[config.mk]
export PLATFORM = sky130hd
export DESIGN_NAME = crp_color_prox_regs
export DESIGN_NICKNAME = d
export VERILOG_FILES = /design/src/rtl/crp_pkg.sv /design/src/rtl/crp_prox_if.sv /design/src/rtl/crp_color_prox_regs.sv /design/src/rtl/crp_prox_front.sv
export VERILOG_INCLUDE_DIRS = /design/src /design/src/rtl
export SDC_FILE = /design/constraint.sdc
export NUM_CORES = 1
export LEC_CHECK = 0
export ABC_AREA = 1
export BUFFER_PORTS_ARGS = -buffer_cell sky130_fd_sc_hd__buf_2
export CORE_MARGIN = 2
export CORE_UTILIZATION = 55
export DETAILED_ROUTE_END_ITERATION = 10
export GPL_TIMING_DRIVEN = 0
export PLACE_DENSITY_LB_ADDON = 0.08
export SYNTH_ARGS = -nofsm -noshare
export SYNTH_HDL_FRONTEND = slang
export SYNTH_HIERARCHICAL = 1
export SYNTH_SLANG_ARGS = --single-unit
export TNS_END_PERCENT = 100
[constraint.sdc]
create_clock -name clk -period 12.15 [get_ports clk]
set_clock_uncertainty 0.05 [all_clocks]
set_input_delay 1.8225 -clock clk [delete_from_list [all_inputs] [get_ports clk]]
set_output_delay 1.8225 -clock clk [all_outputs]
set_load 0.1 [all_outputs]
[src/rtl/crp_params.svh]
`ifndef CRP_PARAMS_SVH
`define CRP_PARAMS_SVH

// ==========================================================
// Register offsets
`define CRP_CLEAR_LOW_ADDR     8'h94
`define CRP_CLEAR_HIGH_ADDR    8'h95
`define CRP_RED_LOW_ADDR       8'h96
`define CRP_RED_HIGH_ADDR      8'h97
`define CRP_GREEN_LOW_ADDR     8'h98
`define CRP_GREEN_HIGH_ADDR    8'h99
`define CRP_BLUE_LOW_ADDR      8'h9A
`define CRP_BLUE_HIGH_ADDR     8'h9B
`define CRP_PROX_RESULT_ADDR   8'h9C
`define CRP_NE_OFFSET_ADDR     8'h9D
`define CRP_SW_OFFSET_ADDR     8'h9E
`define CRP_DIODE_CONFIG_ADDR  8'h9F

// ==========================================================
// Field positions in the diode configuration register
`define CRP_CFG_EAST_BIT       0
`define CRP_CFG_WEST_BIT       1
`define CRP_CFG_SOUTH_BIT      2
`define CRP_CFG_NORTH_BIT      3
`define CRP_CFG_SAI_BIT        4
`define CRP_CFG_GAIN_BIT       5
`define CRP_CFG_WRITABLE_MASK  8'h3F

// ==========================================================
// Reset and answer values
`define CRP_RESET_BYTE         8'h00
`define CRP_UNMAPPED_BYTE      8'h00
`define CRP_RESULT_MAX         10'h0FF

`endif

[src/rtl/crp_pkg.sv]
package crp_pkg;

  // ==========================================================
  // Types
  typedef logic [7:0] crp_byte_t;

  typedef enum logic {
    CRP_RUN,
    CRP_SLEEP
  } crp_power_e;

endpackage

[src/rtl/crp_prox_if.sv]
interface crp_prox_if;
  logic       [3:0] mask;        // N,S,W,E at 3..0, one excludes a diode
  logic             gain_comp;
  crp_pkg::crp_byte_t ne_offset;
  crp_pkg::crp_byte_t sw_offset;
  logic       [6:0] diode_n;
  logic       [6:0] diode_s;
  logic       [6:0] diode_w;
  logic       [6:0] diode_e;
  crp_pkg::crp_byte_t result;

  modport front (
    input  mask, gain_comp, ne_offset, sw_offset,
    input  diode_n, diode_s, diode_w, diode_e,
    output result
  );

  modport bank (
    output mask, gain_comp, ne_offset, sw_offset,
    output diode_n, diode_s, diode_w, diode_e,
    input  result
  );
endinterface

[src/rtl/crp_color_prox_regs.sv]
`include "crp_params.svh"

// Behaviour
// - Four 16-bit colour results, low/high byte pairs
// - Low-byte read copies high byte to shadow
// - Later conversions never disturb the shadowed high
// - Clear low read snapshots all 64 bits
// - Proximity result is unsigned byte at 0x9C
// - North/east offset register scales crosstalk correction
// - Offsets decode as sign and magnitude
// - South/west offset register scales crosstalk correction
// - Config register holds four diode mask bits
// - Mask bit one removes that diode
// - Single unmasked diode saturates at 127
// - Gain compensation bit doubles, max 255
// - Sleep after interrupt until interrupt cleared
// - Proximity result read clears proximity valid
// - Colour valid set per cycle, cleared on read
module crp_color_prox_regs (
  input  wire logic                clk,
  input  wire logic                sys_rst,
  input  wire logic [7:0]          reg_addr,
  input  wire logic                reg_wr,
  input  wire crp_pkg::crp_byte_t  reg_wdata,
  input  wire logic                reg_rd,
  output crp_pkg::crp_byte_t       reg_rdata,
  input  wire logic                colour_done,
  input  wire logic [15:0]         clear_data,
  input  wire logic [15:0]         red_data,
  input  wire logic [15:0]         green_data,
  input  wire logic [15:0]         blue_data,
  input  wire logic                prox_done,
  input  wire logic [6:0]          diode_n,
  input  wire logic [6:0]          diode_s,
  input  wire logic [6:0]          diode_w,
  input  wire logic [6:0]          diode_e,
  input  wire logic                int_asserted,
  input  wire logic                sai_decision,
  output logic                     colour_result_valid,
  output logic                     proximity_result_valid,
  output logic [3:0]               proximity_diode_mask,
  output logic                     low_power
);

  // ==========================================================
  // Storage
  logic [15:0]        live_q   [4];
  logic [15:0]        live_d   [4];
  logic [15:0]        shadow_q [4];
  logic [15:0]        shadow_d [4];
  logic [3:0]         lock_q;
  logic [3:0]         lock_d;
  logic [15:0]        colour_in [4];
  logic [3:0]         rd_low;
  logic [3:0]         rd_high;
  logic               colour_rd_any;
  logic               prox_rd;

  crp_pkg::crp_byte_t prox_q;
  crp_pkg::crp_byte_t prox_d;
  crp_pkg::crp_byte_t ne_off_q;
  crp_pkg::crp_byte_t ne_off_d;
  crp_pkg::crp_byte_t sw_off_q;
  crp_pkg::crp_byte_t sw_off_d;
  crp_pkg::crp_byte_t cfg_q;
  crp_pkg::crp_byte_t cfg_d;
  crp_pkg::crp_byte_t rdata_q;
  crp_pkg::crp_byte_t rdata_d;
  logic               cvalid_q;
  logic               cvalid_d;
  logic               proximity_result_valid_q;
  logic               proximity_result_valid_d;
  crp_pkg::crp_power_e power_q;
  crp_pkg::crp_power_e power_d;

  crp_prox_if prox_bus ();

  assign colour_in[0] = clear_data;
  assign colour_in[1] = red_data;
  assign colour_in[2] = green_data;
  assign colour_in[3] = blue_data;

  // ==========================================================
  // Per-channel address decode, channel 0 is clear
  for (genvar c = 0; c < 4; c++) begin : g_chan
    localparam logic [7:0] LOW_ADDR = `CRP_CLEAR_LOW_ADDR + 8'(2 * c);
    assign rd_low[c]  = reg_rd && (reg_addr == LOW_ADDR);
    assign rd_high[c] = reg_rd && (reg_addr == LOW_ADDR + 8'h01);
  end

  assign colour_rd_any = |{rd_low, rd_high};
  assign prox_rd       = reg_rd && (reg_addr == `CRP_PROX_RESULT_ADDR);

  // ==========================================================
  // Proximity front end
  assign prox_bus.mask      = cfg_q[3:0];
  assign prox_bus.gain_comp = cfg_q[`CRP_CFG_GAIN_BIT];
  assign prox_bus.ne_offset = ne_off_q;
  assign prox_bus.sw_offset = sw_off_q;
  assign prox_bus.diode_n   = diode_n;
  assign prox_bus.diode_s   = diode_s;
  assign prox_bus.diode_w   = diode_w;
  assign prox_bus.diode_e   = diode_e;

  crp_prox_front u_front (
    .p (prox_bus.front)
  );

  // ==========================================================
  // Live colour values, reloaded on every finished colour cycle
  always_comb begin
    for (int c = 0; c < 4; c++) begin
      live_d[c] = colour_done ? colour_in[c] : live_q[c];
    end
  end

  always_ff @(posedge clk) begin
    if (sys_rst) begin
      for (int c = 0; c < 4; c++) begin
        live_q[c] <= 16'h0000;
      end
    end else begin
      live_q <= live_d;
    end
  end

  // ==========================================================
  // Colour shadows and snapshot locks
  always_comb begin
    lock_d = lock_q;
    for (int c = 0; c < 4; c++) begin
      shadow_d[c] = shadow_q[c];
    end
    if (rd_low[0]) begin
      // Whole snapshot taken at once keeps all channels coherent
      for (int c = 0; c < 4; c++) begin
        shadow_d[c] = live_q[c];
      end
      lock_d = 4'b1110;
    end else begin
      for (int c = 1; c < 4; c++) begin
        if (rd_low[c] && !lock_q[c]) begin
          shadow_d[c] = live_q[c];
        end
      end
    end
    // A high read releases the channel; shadow itself is kept
    for (int c = 1; c < 4; c++) begin
      if (rd_high[c]) begin
        lock_d[c] = 1'b0;
      end
    end
  end

  always_ff @(posedge clk) begin
    if (sys_rst) begin
      for (int c = 0; c < 4; c++) begin
        shadow_q[c] <= 16'h0000;
      end
      lock_q <= 4'h0;
    end else begin
      shadow_q <= shadow_d;
      lock_q   <= lock_d;
    end
  end

  // ==========================================================
  // Writable registers and proximity result
  always_comb begin
    ne_off_d = ne_off_q;
    sw_off_d = sw_off_q;
    cfg_d    = cfg_q;
    prox_d   = prox_done ? prox_bus.result : prox_q;
    if (reg_wr) begin
      if (reg_addr == `CRP_NE_OFFSET_ADDR) begin
        ne_off_d = reg_wdata;
      end else if (reg_addr == `CRP_SW_OFFSET_ADDR) begin
        sw_off_d = reg_wdata;
      end else if (reg_addr == `CRP_DIODE_CONFIG_ADDR) begin
        // Bits 7:6 are not stored and read back as zero
        cfg_d = reg_wdata & `CRP_CFG_WRITABLE_MASK;
      end
    end
  end

  always_ff @(posedge clk) begin
    if (sys_rst) begin
      ne_off_q <= `CRP_RESET_BYTE;
      sw_off_q <= `CRP_RESET_BYTE;
      cfg_q    <= `CRP_RESET_BYTE;
      prox_q   <= `CRP_RESET_BYTE;
    end else begin
      ne_off_q <= ne_off_d;
      sw_off_q <= sw_off_d;
      cfg_q    <= cfg_d;
      prox_q   <= prox_d;
    end
  end

  // ==========================================================
  // Colour valid; a new result wins over a clearing read
  always_comb begin
    cvalid_d = colour_done | (cvalid_q & ~colour_rd_any);
  end

  always_ff @(posedge clk) begin
    if (sys_rst) begin
      cvalid_q <= 1'b0;
    end else begin
      cvalid_q <= cvalid_d;
    end
  end

  // ==========================================================
  // Proximity valid; only its own result read clears it
  always_comb begin
    proximity_result_valid_d = prox_done | (proximity_result_valid_q & ~prox_rd);
  end

  always_ff @(posedge clk) begin
    if (sys_rst) begin
      proximity_result_valid_q <= 1'b0;
    end else begin
      proximity_result_valid_q <= proximity_result_valid_d;
    end
  end

  // ==========================================================
  // Read data, answered one cycle after the strobe
  always_comb begin
    rdata_d = rdata_q;
    if (reg_rd) begin
      if (rd_low[0]) begin
        rdata_d = live_q[0][7:0];
      end else if (rd_low[1]) begin
        rdata_d = lock_q[1] ? shadow_q[1][7:0] : live_q[1][7:0];
      end else if (rd_low[2]) begin
        rdata_d = lock_q[2] ? shadow_q[2][7:0] : live_q[2][7:0];
      end else if (rd_low[3]) begin
        rdata_d = lock_q[3] ? shadow_q[3][7:0] : live_q[3][7:0];
      end else if (rd_high[0]) begin
        rdata_d = shadow_q[0][15:8];
      end else if (rd_high[1]) begin
        rdata_d = shadow_q[1][15:8];
      end else if (rd_high[2]) begin
        rdata_d = shadow_q[2][15:8];
      end else if (rd_high[3]) begin
        rdata_d = shadow_q[3][15:8];
      end else if (prox_rd) begin
        rdata_d = prox_q;
      end else if (reg_addr == `CRP_NE_OFFSET_ADDR) begin
        rdata_d = ne_off_q;
      end else if (reg_addr == `CRP_SW_OFFSET_ADDR) begin
        rdata_d = sw_off_q;
      end else if (reg_addr == `CRP_DIODE_CONFIG_ADDR) begin
        rdata_d = cfg_q;
      end else begin
        rdata_d = `CRP_UNMAPPED_BYTE;
      end
    end
  end

  always_ff @(posedge clk) begin
    if (sys_rst) begin
      rdata_q <= `CRP_RESET_BYTE;
    end else begin
      rdata_q <= rdata_d;
    end
  end

  // ==========================================================
  // Sleep after interrupt: wait at the decision point until cleared
  always_comb begin
    power_d = power_q;
    case (power_q)
      crp_pkg::CRP_RUN: begin
        if (cfg_q[`CRP_CFG_SAI_BIT] && int_asserted && sai_decision) begin
          power_d = crp_pkg::CRP_SLEEP;
        end
      end
      crp_pkg::CRP_SLEEP: begin
        if (!int_asserted) begin
          power_d = crp_pkg::CRP_RUN;
        end
      end
      default: power_d = crp_pkg::CRP_RUN;
    endcase
  end

  always_ff @(posedge clk) begin
    if (sys_rst) begin
      power_q <= crp_pkg::CRP_RUN;
    end else begin
      power_q <= power_d;
    end
  end

  // ==========================================================
  // Outputs
  assign reg_rdata              = rdata_q;
  assign colour_result_valid    = cvalid_q;
  assign proximity_result_valid = proximity_result_valid_q;
  assign proximity_diode_mask   = cfg_q[3:0];
  assign low_power              = (power_q == crp_pkg::CRP_SLEEP);

endmodule

[src/rtl/crp_prox_front.sv]
`include "crp_params.svh"

module crp_prox_front (
  crp_prox_if.front p
);

  // ==========================================================
  // Sign/magnitude offset to two's complement
  function automatic logic signed [10:0] sm_to_signed(input logic [7:0] v);
    logic signed [10:0] mag;
    mag = signed'({4'h0, v[6:0]});
    sm_to_signed = v[7] ? -mag : mag;
  endfunction

  logic        [8:0] ne_sum;
  logic        [8:0] sw_sum;
  logic signed [10:0] ne_corr;
  logic signed [10:0] sw_corr;
  logic       [9:0] total;
  logic       [9:0] scaled;

  // ==========================================================
  // Masked pair sums, crosstalk correction, gain and clamp
  always_comb begin
    ne_sum = (p.mask[`CRP_CFG_NORTH_BIT] ? 9'h000 : {2'b00, p.diode_n})
           + (p.mask[`CRP_CFG_EAST_BIT]  ? 9'h000 : {2'b00, p.diode_e});
    sw_sum = (p.mask[`CRP_CFG_SOUTH_BIT] ? 9'h000 : {2'b00, p.diode_s})
           + (p.mask[`CRP_CFG_WEST_BIT]  ? 9'h000 : {2'b00, p.diode_w});
    // Positive factor removes crosstalk; a pair never goes below zero
    ne_corr = signed'({2'b00, ne_sum}) - sm_to_signed(p.ne_offset);
    sw_corr = signed'({2'b00, sw_sum}) - sm_to_signed(p.sw_offset);
    if (ne_corr < 0) begin
      ne_corr = '0;
    end
    if (sw_corr < 0) begin
      sw_corr = '0;
    end
    total  = 10'(ne_corr) + 10'(sw_corr);
    // One diode alone reaches 127; doubling restores full scale
    scaled = p.gain_comp ? {total[8:0], 1'b0} : total;
    // Top bit lost in the doubling would wrap; it means saturation
    if ((p.gain_comp && total[9]) || (scaled > `CRP_RESULT_MAX)) begin
      p.result = 8'hFF;
    end else begin
      p.result = scaled[7:0];
    end
  end

endmodule

# Word level (Yosys, flattened, before mapping)
# Cells that the tools add are included.
[op_classes] n_addsub=7 order_cmp=3 n_eq_ne=12 n_mux=32 bitwise_logic=9 n_reduce_logical=29
[op_table] op="8-bit 2-to-1 mux" n=15
[op_table] op="8-bit equality test (second input constant)" n=12
[op_table] op="16-bit 2-to-1 mux" n=3
[op_table] op="48-bit 2-to-1 mux" n=1
[op_table] op="10-bit 2-to-1 mux" n=3
[op_table] op="7-bit 2-to-1 mux" n=4
[op_table] op="11-bit by 1-bit < comparator with 1-bit output (second input constant)" n=2
[op_table] op="11-bit 2-to-1 mux" n=2
[op_table] op="7-bit negation with 11-bit output" n=2
[op_table] op="10-bit by 11-bit subtractor with 11-bit output" n=2
[op_table] op="9-bit adder" n=2
[op_table] op="1-bit logical AND" n=15
[op_table] op="10-bit adder" n=1
[op_table] op="10-bit by 8-bit greater-than comparator with 1-bit output (second input constant)" n=1
[op_table] op="8-bit OR reduction" n=1
[op_table] op="6-bit 2-to-1 mux" n=1
[op_table] op="2-bit nonzero test" n=3
[op_table] op="2-bit OR reduction" n=3
[op_table] op="1-bit inverter" n=5
[op_table] op="4-bit AND reduction" n=1
[op_table] op="1-bit zero test" n=3
[op_table] op="3-bit AND reduction" n=1
[op_table] op="1-bit AND" n=2
[op_table] op="1-bit 2-to-1 mux" n=2
[op_table] op="4 further kinds" n=5
[word_totals] register_bits=172 input_bits=116 output_inout_bits=15 wordCells=111

# Logic depth before layout (Yosys ltp)
[depth] word_depth=13 ltp_mapped=33 ltp_nobuf=33

# Hierarchy
# The synthesis kept the hierarchy.
[modules_own_cells] module="crp_color_prox_regs" instances=1 cells_each=940 area_each_um2=6896.6 seq_area_each_um2=3283.1
[modules_own_cells] module="crp_prox_front" instances=1 cells_each=429 area_each_um2=2507.4 seq_area_each_um2=0.0

# Worst setup path after synthesis
# OpenSTA, ideal clock, no wires.
[synth_path] kind="input port to flip-flop" startpoint="input port diode_e[0]" endpoint="register prox_q[7]" setup_ps=128 arrival_time_ps=5790 required_time_ps=11972 path_slack_ps=6182 path_stages=27 n_path_buf=0 cell_sequence="inv_1 nor2_1 ha_1 inv_1 fa_1 o21ai_0 a21oi_1 o21ai_0 xor2_1 ha_1 nand2_1 o21a_1 nand2_1 a21oi_1 nor2_1 ha_1 fa_1 nand3_1 nand2_1 a21oi_1 o21ai_0 xor2_1 nand2_1 nand2_1 nand3_1 o21ai_0 a21oi_1"
[synth_via] elab_chain_cells=10 elab_cells_between_ends=11 classes_between="add/sub (3); order compare (2); mux (4); reduce/logical (2)"
[synth_lines] item="from (decl)" line_no="crp_color_prox_regs.sv:36" rtl="input wire logic [6:0] diode_e,"
[synth_lines] item="7-bit 2-to-1 mux (*)" line_no="crp_prox_front.sv:26" rtl="+ (p.mask[`CRP_CFG_EAST_BIT] ? 9'h000 : {2'b00, p.diode_e});"
[synth_lines] item="9-bit adder (*)" line_no="crp_prox_front.sv:25" rtl="ne_sum = (p.mask[`CRP_CFG_NORTH_BIT] ? 9'h000 : {2'b00, p.diode_n})"
[synth_lines] item="10-bit by 11-bit subtractor with 11-bit output (*)" line_no="crp_prox_front.sv:30" rtl="ne_corr = signed'({2'b00, ne_sum}) - sm_to_signed(p.ne_offset);"
[synth_lines] item="11-bit by 1-bit < comparator with 1-bit output" line_no="crp_prox_front.sv:32" rtl="if (ne_corr < 0) begin"
[synth_lines] item="10-bit 2-to-1 mux (*)" line_no="crp_prox_front.sv:32"
[synth_lines] item="10-bit adder (*)" line_no="crp_prox_front.sv:38" rtl="total = 10'(ne_corr) + 10'(sw_corr);"
[synth_lines] item="10-bit 2-to-1 mux" line_no="crp_prox_front.sv:40" rtl="scaled = p.gain_comp ? {total[8:0], 1'b0} : total;"
[synth_lines] item="10-bit by 8-bit greater-than comparator with 1-bit output (no line)"
[synth_lines] item="1-bit logical OR" line_no="crp_prox_front.sv:42" rtl="if ((p.gain_comp && total[9]) || (scaled > `CRP_RESULT_MAX)) begin"
[synth_lines] item="8-bit 2-to-1 mux (*)" line_no="crp_prox_front.sv:42"
[synth_lines] item="via prox_bus.result[7]" line_no="crp_prox_if.sv:10" rtl="crp_pkg::crp_byte_t result;"
[synth_lines] item="to (signal assigned)" line_no="crp_color_prox_regs.sv:191" rtl="prox_q <= `CRP_RESET_BYTE;"
[synth_lines] item="to (signal assigned)" line_no="crp_color_prox_regs.sv:196" rtl="prox_q <= prox_d;"
[synth_lines] item="to (decl)" line_no="crp_color_prox_regs.sv:59" rtl="crp_pkg::crp_byte_t prox_q;"
# The timed path passes the listed nets; every way through them passes the cells marked *.
# A chain may end at the register's enable or synchronous reset.

# Final worst setup path
# Same ends and word-level chain as after synthesis.

==> impl_summary.md <==
Floorplan
The total die area is 18200 um^2. The die is 135 um wide. The floorplan step set the die height to 135 um.

Once the floorplan was initialized, standard cells occupied 56.5% of the core. The floorplan has 47 rows. In this run the count of I/O pins placed on the die edge is approximately 130. The total area inside the core boundary comes to 16600 um^2.

Clocking
Clock-pin slew was measured on the worst setup and hold paths at 0.06 ns. The number of gates resized after CTS was 0. Counting along the longest clock path gives a buffer depth of 2. The clock tree from TritonCTS is built. For this design, the sink count on the clock tree is 164. The insertion delay of the later-clocked pin in the worst-skew pair is 0.44 ns. The number of hold buffers added after cts is 0. Counting the buffers created by CTS gives 17. The number of buffers added for setup after CTS is 0. In this run the clock root is driven by a sky130_fd_sc_hd__clkbuf_16. The clock tree synthesis step divided the H-tree into 4 levels.

Yosys
During synthesis, Yosys emitted a total of 6 warnings. Summing the sequential cell areas from Yosys gives 34.9% of the chip area. The synthesized area is about 9400 um^2. Averaged over all synthesized cells, the footprint is 6.87 um^2. The synthesized flop and latch total is 164.

The post-synthesis instance total is 1369. The number of nets in the synthesized netlist is 1531. Counting distinct cell types in the post-synthesis netlist gives 48.

Global route
The number of global-route vias before repair is slightly below 9000. The combined global-route utilization of all metal layers is 29.5%. The number of antenna violations at the first check in global routing is 1. Entering global routing, the biggest net connects 17 pins.

The aggregate global routing overflow is 0. The first global-routing pass estimated 42100 um of wire.

Placement
The congestion estimate from routability-driven global placement came to roughly 0.95. The worst setup slack after placement is 5.45 ns. The detailed-placement wirelength estimate is 20200 um. The count of port buffers added during placement is 125.

Critical path
The number of cells on the worst reg-to-reg path is 27. The most used cell along the critical path is sky130_fd_sc_hd__nand2_1. STA puts the critical path data required time at 12.41 ns.

Of all nets on the critical path, the largest fanout is 8. The nature of the critical path startpoint is an input pin. The maximum cell stage delay along the critical path is between 0.4 and 0.5 ns.

The worst register-to-register path ends at prox_q[7]. The worst reg2reg path startpoint is cfg_q[0]. The worst setup path is of the input pin to register kind. The standard cell with the maximum stage delay on the critical path is sky130_fd_sc_hd__a21oi_1. The setup check on the worst reg-to-reg path leaves a slack of 6.69 ns. Data arrives at the worst endpoint at ~6.6 ns. The kind of end point of the critical path is a register.

Worst hold path
The source of the worst hold timing path is shadow_q[37]. The worst hold-check path type is register to register. The end point of the worst hold path is shadow_q[37]. The number of stages on the worst hold path is 2.

Layout
The area of all sequential standard cells is 3280 um^2. For this run, the post-layout net count is 1675. Measured on the finished design, the core utilization comes to 65.4%. In the final layout, the share of cells above drive strength 1 is 14.8%. The area added between synthesis and finish is 15.8%.

The area of the multi-input gates is 5170 um^2. Counting the fill cells in the layout gives 1554.

Pwr
The cell internal power dissipation is about 0.0010 W. The combinational share of power is 26.1%. The clock network is responsible for 35.9% of the overall power. The analysis attributes to cell leakage a power of around 5.1 nW.

The largest vdd supply drop is 92.4 uV. For this design the ratio of total power to cell area is 138 nW/um^2. In this run switching power makes up 32.1% of total power. The share of total power in sequential cells is 38.0%. The analysis attributes to net switching a power of 0.000483 W.

Drt
The detailed-routing iteration count for the pre-antenna-repair pass is 5. After detailed routing, the average wire length per cell comes to 15.0 um. The via-per-instance ratio is 5.34. The post-route DRC violation count is 0. Once detail routing completed, the nets flagged for antenna violations numbered 0.

Across all layers, the routed design uses a little over 9000 vias. After the first detailed-routing iteration, the DRC count stood at 632. The routed design has around 26000 um of wire.

STA
The number of max-slew violations in the final report is 0. The final critical path time including I/O delays and setup is 6.31 ns. The count of final setup violators is 0. The final worst-path setup slack is 5.84 ns.

The slew of the pin with the lowest slew margin is 0.635 ns. The final number of hold-violating endpoints is 0. Setup repair after global routing left no endpoint under its margin. Measured against its own limit, the worst slew margin works out to 57.6%. Static timing analysis puts the maximum clock frequency at 158 MHz. Summed over all failing endpoints, the final setup total negative slack is 0 ns. After layout, the worst path uses 52.0% of the clock period.

Status
The flow ran to the end, and the final reports show no timing, DRC or antenna violations.

Run
The number of max-cap violations is 0.
[power groups by stage]
stage,Sequential [W],Combinational [W],Clock (W)
CTS,0.000571,0.000390,0.000538
finish,0.000571,0.000392,0.000539
detailed placement,0.000583,0.000385,0
global placement,0.000583,0.000380,0
floorplan,0.000583,0.000292,0
global route,0.000573,0.000446,0.000561
[Yosys cell counts (all sizes together)]
| master | number | area [um^2] |
|---|---|---|
| xor2 | 23 | 201 |
| a21boi | 2 | 15.0 |
| nand4 | 26 | 169 |
| nand2 | 206 | 823 |
| dfxtp | 164 | 3280 |
| a21oi | 124 | 624 |
| nor3b | 1 | 7.51 |
| o21a | 3 | 22.5 |
| fa | 5 | 100 |
| mux2i | 1 | 10.0 |
| clkbuf | 38 | 143 |
| a21o | 3 | 22.5 |
| clkinv | 2 | 8.75 |
| or2 | 2 | 12.5 |
| o21ai | 168 | 871 |
| nand3b | 1 | 7.51 |
| nand3 | 70 | 370 |
| ha | 41 | 513 |
| a31oi | 3 | 18.8 |
| inv | 170 | 641 |
| o31ai | 3 | 36.3 |
| nor3 | 15 | 103 |
| buf | 22 | 161 |
| a211oi | 4 | 40.0 |
| nor2 | 243 | 968 |
| o211ai | 15 | 113 |
| o21bai | 3 | 22.5 |
| xnor2 | 11 | 96.3 |
[flip-flops by register name, summed over array words and instances, names as in the netlist]
signal	cells
live_q	64
shadow_q	56
ne_off_q	8
prox_bus.sw_offset	8
prox_q	8
reg_rdata	8
cfg_q	6
lock_q	3
colour_result_valid	1
low_power	1
proximity_result_valid	1
[metrics by stage]
step | hold WS, ns | cell area [um^2] | std cells | total power (W)
after floorplan | 0.373 | 9400 | 1369 | 0.000875
after global placement | 0.384 | 10300 | 1714 | 0.000963
after detailed placement | 0.387 | 10300 | 1714 | 0.000968
after CTS | 0.397 | 10900 | 1745 | 0.00150
after global routing | 0.417 | 10900 | 1745 | 0.00158
final | 0.396 | 10900 | 1746 | 0.00150
[how the worst max path moves through the flow]
stage | endpoint | startpoint | cells past startpoint
after floorplan | prox_q[7] | diode_e[0] | 27
after CTS | prox_q[7] | diode_e[0] | 28
final | prox_q[7] | diode_e[0] | 28
after global placement | prox_q[7] | diode_e[0] | 28
after global routing | prox_q[6] | diode_e[0] | 28
after detailed placement | prox_q[7] | diode_n[0] | 28
[cells by family (layout without fill, tap and decap cells)]
logic type,count (synthesis),count (layout),share of synthesized area [%]
AO/OA/AOI/OAI,328,328,19.0
XOR/XNOR,34,34,3.17
adder cells (fa/ha/maj),46,46,6.52
buffers and inverters,232,388,10.1
flip-flops,164,164,34.9
multiplexers,1,1,0.106
other,0,1,0
AND/OR/NAND/NOR,564,564,26.2
[placed cells by master, fill, tap and decap left out, drive strengths merged]
master and instances:
o21bai 3, ha 41, buf 147, clkinv 6, a31oi 3, nand2 206, o211ai 15, inv 171
a21boi 2, diode 1, a21o 3, nor2 243, nand3b 1, or2 2, a21oi 124, bufinv 2
mux2i 1, clkinvlp 5, o21ai 168, xnor2 11, xor2 23, clkbuf 57, o21a 3, dfxtp 164
nor3 15, nor3b 1, fa 5, a211oi 4, nand4 26, nand3 70, o31ai 3
[layout make-up]
| type | count | area share [%] |
|---|---|---|
| repair buffers | 125 | 5.74 |
| plain buffers | 60 | 2.79 |
| well taps | 220 | 2.53 |
| diodes | 1 | 0.0230 |
| clock inverters | 12 | 1.19 |
| clock buffers | 19 | 4.16 |
| inverters | 172 | 5.96 |
| multi-input cells | 973 | 47.4 |
| flip-flops and latches | 164 | 30.1 |
[worst max-delay path: cells and delay by family]
family          cells  cell delay (ns)
buf+inv             3             0.15
simple gates        9             0.78
xor+xnor            2             0.43
fa+ha+maj           5             1.59
compound gates      9             1.80
[routing by layer]
metal / vias up / global-route usage (%) / part of all wire [%]
met2: 264 / 50.5 / 48
met1: 4224 / 36.6 / 43
met5: - / 0 / 0
li1: 4763 / - / -
met4: 0 / 13.5 / 4.1
met3: 66 / 4.32 / 4.5
Power figures use the tool's default switching activity.
